--- config.mk ---
export PLATFORM = sky130hd
export DESIGN_NAME = reiu_radio_event_interrupt_unit
export DESIGN_NICKNAME = d
export VERILOG_FILES = /design/src/rtl/reiu_pkg.sv /design/src/rtl/reiu_radio_event_interrupt_unit.sv
export VERILOG_INCLUDE_DIRS = /design/src /design/src/rtl
export SDC_FILE = /design/constraint.sdc
export NUM_CORES = 1
export LEC_CHECK = 0
export BUFFER_PORTS_ARGS = -buffer_cell sky130_fd_sc_hd__buf_4
export CAP_MARGIN = 15
export CORE_MARGIN = 3
export CORE_UTILIZATION = 55
export DETAILED_ROUTE_END_ITERATION = 12
export GPL_ROUTABILITY_DRIVEN = 0
export PLACE_DENSITY = 0.87
export SETUP_SLACK_MARGIN = 0.02
export SYNTH_ARGS = -nofsm -noshare
export SYNTH_HDL_FRONTEND = slang
export SYNTH_SLANG_ARGS = --single-unit
export TNS_END_PERCENT = 20
--- constraint.sdc ---
create_clock -name core_clk -period 4.8 [get_ports core_clk]
set_input_delay 0.24 -clock core_clk [delete_from_list [all_inputs] [get_ports core_clk]]
set_output_delay 0.24 -clock core_clk [all_outputs]
set_load 0.03 [all_outputs]
--- src/rtl/reiu_regs.svh ---
`ifndef REIU_REGS_SVH
`define REIU_REGS_SVH
`define REIU_ADDR_W 7
`define REIU_OFS_STATUS_A 7'h03
`define REIU_OFS_STATUS_B 7'h04
`define REIU_OFS_ENABLE_A 7'h05
`define REIU_OFS_ENABLE_B 7'h06
`define REIU_RST_ENABLE_A 8'h00
`define REIU_RST_ENABLE_B 8'h01
`define REIU_RST_STATUS 8'h00
`define REIU_RD_UNMAPPED 8'h00
`define REIU_BIT_A_FIFO_ERR 7
`define REIU_BIT_A_TX_AFULL 6
`define REIU_BIT_A_TX_AEMPTY 5
`define REIU_BIT_A_RX_AFULL 4
`define REIU_BIT_A_EXT 3
`define REIU_BIT_A_PKT_SENT 2
`define REIU_BIT_A_PKT_VALID 1
`define REIU_BIT_A_CRC_ERR 0
`define REIU_BIT_B_SYNC_DET 7
`define REIU_BIT_B_PRE_VALID 6
`define REIU_BIT_B_PRE_INVALID 5
`define REIU_BIT_B_RSSI 4
`define REIU_BIT_B_WUT 3
`define REIU_BIT_B_LOW_BATT 2
`define REIU_BIT_B_CHIP_RDY 1
`define REIU_BIT_B_POR 0
`endif

--- src/rtl/reiu_pkg.sv ---
package reiu_pkg;
    // first event group, bit 7 down to bit 0
    typedef struct packed {
        logic fifo_err;
        logic tx_afull;
        logic tx_aempty;
        logic rx_afull;
        logic ext;
        logic pkt_sent;
        logic pkt_valid;
        logic crc_err;
    } reiu_events_a_t;
    // second event group, bit 7 down to bit 0
    typedef struct packed {
        logic sync_det;
        logic pre_valid;
        logic pre_invalid;
        logic rssi;
        logic wut;
        logic low_batt;
        logic chip_rdy;
        logic por;
    } reiu_events_b_t;
    // register port request
    typedef struct packed {
        logic rd;
        logic wr;
        logic [6:0] addr;
        logic [7:0] wdata;
    } reiu_req_t;
endpackage

--- src/rtl/reiu_radio_event_interrupt_unit.sv ---
`include "reiu_regs.svh"
`timescale 1ns/1ps
`default_nettype none
module reiu_radio_event_interrupt_unit (
    // clock and reset
    input wire logic core_clk,
    input wire logic sys_rst,
    // event pulses or levels from internal logic, same clock
    input wire reiu_pkg::reiu_events_a_t events_a,
    input wire reiu_pkg::reiu_events_b_t events_b,
    // register port
    input wire reiu_pkg::reiu_req_t req,
    output logic [7:0] rdata,
    output logic rvalid,
    // interrupt pin toward host, active low
    output logic event_request_pin_n
);
    logic [7:0] status_a_r;
    logic [7:0] status_b_r;
    logic [7:0] enable_a_r;
    logic [7:0] enable_b_r;
    logic [7:0] rdata_r;
    logic rvalid_r;
    logic irq_n_r;
    logic [7:0] status_a_nxt;
    logic [7:0] status_b_nxt;
    logic [7:0] rd_mux;
    logic [7:0] enable_a_nxt;
    logic [7:0] enable_b_nxt;
    wire sel_sa = req.addr == `REIU_OFS_STATUS_A;
    wire sel_sb = req.addr == `REIU_OFS_STATUS_B;
    wire sel_ea = req.addr == `REIU_OFS_ENABLE_A;
    wire sel_eb = req.addr == `REIU_OFS_ENABLE_B;
    wire rd_sa = req.rd && sel_sa;
    wire rd_sb = req.rd && sel_sb;
    wire wr_ea = req.wr && sel_ea;
    wire wr_eb = req.wr && sel_eb;
    wire [7:0] ev_a = events_a;
    wire [7:0] ev_b = events_b;

    // read clears enabled flags, new event wins
    assign status_a_nxt = (status_a_r & ~(rd_sa ? enable_a_r : 8'h00)) | ev_a;
    assign status_b_nxt = (status_b_r & ~(rd_sb ? enable_b_r : 8'h00)) | ev_b;

    assign rd_mux = sel_sa ? status_a_r :
                    sel_sb ? status_b_r :
                    sel_ea ? enable_a_r :
                    sel_eb ? enable_b_r : `REIU_RD_UNMAPPED;

    // enable values after this edge, so an enable write moves the pin on the same edge
    assign enable_a_nxt = wr_ea ? req.wdata : enable_a_r;
    assign enable_b_nxt = wr_eb ? req.wdata : enable_b_r;

    // pin low when an enabled flag is pending
    wire pend_nxt = |(status_a_nxt & enable_a_nxt) || |(status_b_nxt & enable_b_nxt);

    always_ff @(posedge core_clk) begin
        if (sys_rst) begin
            status_a_r <= `REIU_RST_STATUS;
            status_b_r <= `REIU_RST_STATUS;
        end else begin
            status_a_r <= status_a_nxt;
            status_b_r <= status_b_nxt;
        end
    end

    always_ff @(posedge core_clk) begin
        if (sys_rst) begin
            enable_a_r <= `REIU_RST_ENABLE_A;
            enable_b_r <= `REIU_RST_ENABLE_B;
        end else begin
            if (wr_ea) begin
                enable_a_r <= req.wdata;
            end
            if (wr_eb) begin
                enable_b_r <= req.wdata;
            end
        end
    end

    always_ff @(posedge core_clk) begin
        if (sys_rst) begin
            rdata_r <= 8'h00;
            rvalid_r <= 1'b0;
        end else begin
            rvalid_r <= req.rd;
            if (req.rd) begin
                rdata_r <= rd_mux;
            end
        end
    end

    // pin follows pending enabled flags; released once read clears them
    always_ff @(posedge core_clk) begin
        if (sys_rst) begin
            irq_n_r <= 1'b1;
        end else begin
            irq_n_r <= ~pend_nxt;
        end
    end

    assign rdata = rdata_r;
    assign rvalid = rvalid_r;
    assign event_request_pin_n = irq_n_r;
endmodule
`default_nettype wire

==> impl_metrics.py <==
metrics = {
    "outcome": {
        "status": "finished clean",
    },
    "drt": {
        "routed-via-count": 1744,
        "remaining_drc_errors": 0,
        "ant_nets": 0,
        "drt_iter0_drc": 145,
        "routed_wl_mm": 4.808,
        "vias_per_cell": 5.932,
        "drtPass1Iterations": 4,
        "wl_per_cell_um": 16.35,
    },
    "critical_path": {
        "crit_start": "req[11]",
        "path_max_fanout": 13,
        "end_kind": "register",
        "r2r_start": "enable_a_r[2]",
        "rr_worst_depth": 5,
        "rrSetupSlack_ns": 3.00,
        "worstReg2RegEnd": "event_request_pin_n",
        "worstSetupPathType": "input port to register",
        "crit_end": "event_request_pin_n",
        "critPathMaxStageDelay_ns": 0.70,
        "cpMaxStageDelayCell": "nor4_4",
        "critical_path_required_ns": 5.05,
        "worstPathArrival_ns": 3.01,
        "path_cells": "buf_4 > or4_4 > nor4_4 > mux2i_1 > o32ai_1 > or4_1 > o41ai_2",
        "startpoint_type": "input port",
    },
    "die": {
        "ios": 45,
        "core_um2": 3203,
        "dieArea_um2": 4282,
        "die_y_um": 65.44,
        "initial_utilization_pct": 60.66,
        "die_x_um": 65.44,
        "rows": 20,
    },
    "pwr": {
        "power_density_nw_per_um2": 271.2,
        "p_leak_nw": 0.8847,
        "power_mw": 0.6292,
        "vdd_drop_max_mv": 0.1703,
    },
    "clock_network": {
        "cts-resized-gates": 0,
        "cts_buffer_depth": 2,
        "htree_num_levels": 2,
        "clock_latency_ns": 0.34,
        "clk_pin_slew_worst_paths_ns": 0.12,
        "cts_sinks": 42,
        "cts_buffers": 5,
        "hold_buffers": 0,
        "cts_tree": "built",
        "cts_setup_buffers": 0,
        "cts-root-buf": "clkbuf_4",
    },
    "sta": {
        "setup_viol": 0,
        "slew_viol_final": 0,
        "finalClockSkew_ns": 0.01112,
        "finalHoldViolCount": 0,
        "worstMarginPinSlew_ns": 1.084,
        "hold_slack_ns": 0.1142,
        "fin_crit_ns": 2.764,
        "period_share_pct": 57.57,
        "max_freq_mhz": 361.9,
        "worst_slack_ns": 2.036,
        "rsz0062_at_grt": "no",
        "max_slew_margin_pct": 27.17,
        "setup_tns_ns": 0,
    },
    "synthesis": {
        "syn-num-nets": 246,
        "synth.avg_cell_area_um2": 9.209,
        "synth_warnings": 0,
        "yosys.cell_types.count": 33,
        "synthCells": 211,
        "seq_area_frac_synth_pct": 43.27,
        "synth_edf_count": 0,
        "ys.flop_type": "dfxtp_1",
        "ys_seq_elements": 42,
        "synthArstFlopShare_pct": 0,
        "syn_area_um2": 1943,
    },
    "grt": {
        "grt_usage_pct": 24.86,
        "grt_pass1_vias": 1756,
        "antenna_found_initial": 0,
        "grt_overflow": 0,
        "grt_max_degree": 40,
        "grt_pass1_wl_mm": 8.169,
    },
    "cells_and_area": {
        "final_area_um2": 2320,
        "num_antenna_cells": 0,
        "fin_util_pct": 72.42,
        "n_fill_cell": 271,
        "instances_no_fill": 294,
        "syn_to_final_growth_pct": 19.38,
        "layout-drive-gt1-share_pct": 24.00,
        "fin_nets": 286,
        "register_area_um2": 840.8,
        "multiInputGateArea_um2": 1016,
    },
    "placement": {
        "io_buffers": 44,
        "postPlaceCellArea_um2": 2268,
        "dp.cells": 288,
        "dp_hpwl_mm": 3.496,
        "place_ws_ns": 1.695,
    },
    "worst_hold_path": {
        "hp-class": "input port to register",
    },
    "run": {
        "drv_cap": 0,
    },
}
==> cell usage after synthesis, drive strengths merged (4+ instances only) <==
master,n,share of area [%]
dfxtp,42,43
nor2,42,8.4
mux2i,23,12
nand2,15,2.9
a211oi,8,3.1
a22oi,8,3.1
a311oi,8,3.6
o21ai,8,2.1
inv,7,1.4
o32ai,7,3.9
clkbuf,6,1.2
buf,5,1.9
a21oi,4,1.0
nand2b,4,1.3
nor3,4,1.0
==> registers in the layout (all words and copies together), names as in the netlist <==
signal,flops
enable_a_r,8
rdata,8
status_a_r,8
rvalid,1
enable_b_r,8
status_b_r,8
event_request_pin_n,1
==> per-layer routing <==
layer	global-route usage, %	wire length (µm)
met3	8.034	357
met4	7.254	40
met2	40.33	2335
met1	31.48	2074
met5	0	0
==> worst max-delay path, delay by kind of cell <==
family                 cells  cell delay (ns)
and+or+nand+nor            3             1.89
AOI/OAI and AO/OA          2             0.45
buffers and inverters      1             0.11
muxes                      1             0.33
==> cell type report <==
class / count / area share (%)
inverter: 7 / 1.133
timing repair buffer: 44 / 14.24
multi-input combinational: 151 / 43.80
sequential: 42 / 36.25
tap: 44 / 2.373
clock buffer: 6 / 2.211
==> logic make-up after synthesis <==
kind of cell	synth area share [%]
flip-flops	43.27
AO/OA/AOI/OAI	19.06
buffers and inverters	4.443
multiplexers	12.43
AND/OR/NAND/NOR	20.80
==> cells in the final DEF (no fill, tap or decap), types with 5 or more instances in the layout <==
cell type	Yosys	routed
a22oi_1	8	8
buf_4	0	44
o32ai_1	5	5
a211oi_1	8	8
a311oi_1	8	8
mux2i_1	23	23
o21ai_0	8	8
dfxtp_1	42	42
clkbuf_4	0	5
inv_1	7	7
nor2_1	40	40
nand2_1	15	15
==> how the worst min path moves through the flow <==
stage,from,to,cells after the start
after floorplan,events_a[3],status_a_r[3],2
after global placement,events_b[3],status_b_r[3],3
after detailed placement,events_a[0],status_a_r[0],3
after CTS,events_a[0],status_a_r[0],3
after global routing,events_a[5],status_a_r[5],3
final,events_a[0],status_a_r[0],3
==> power by group <==
part	switching (mW)	internal (mW)
Clock	0.105	0.0662
Combinational	0.0472	0.0401
Sequential	0.00777	0.363
Total	0.160	0.469
Note: power is estimated with default switching activity, not from simulation.
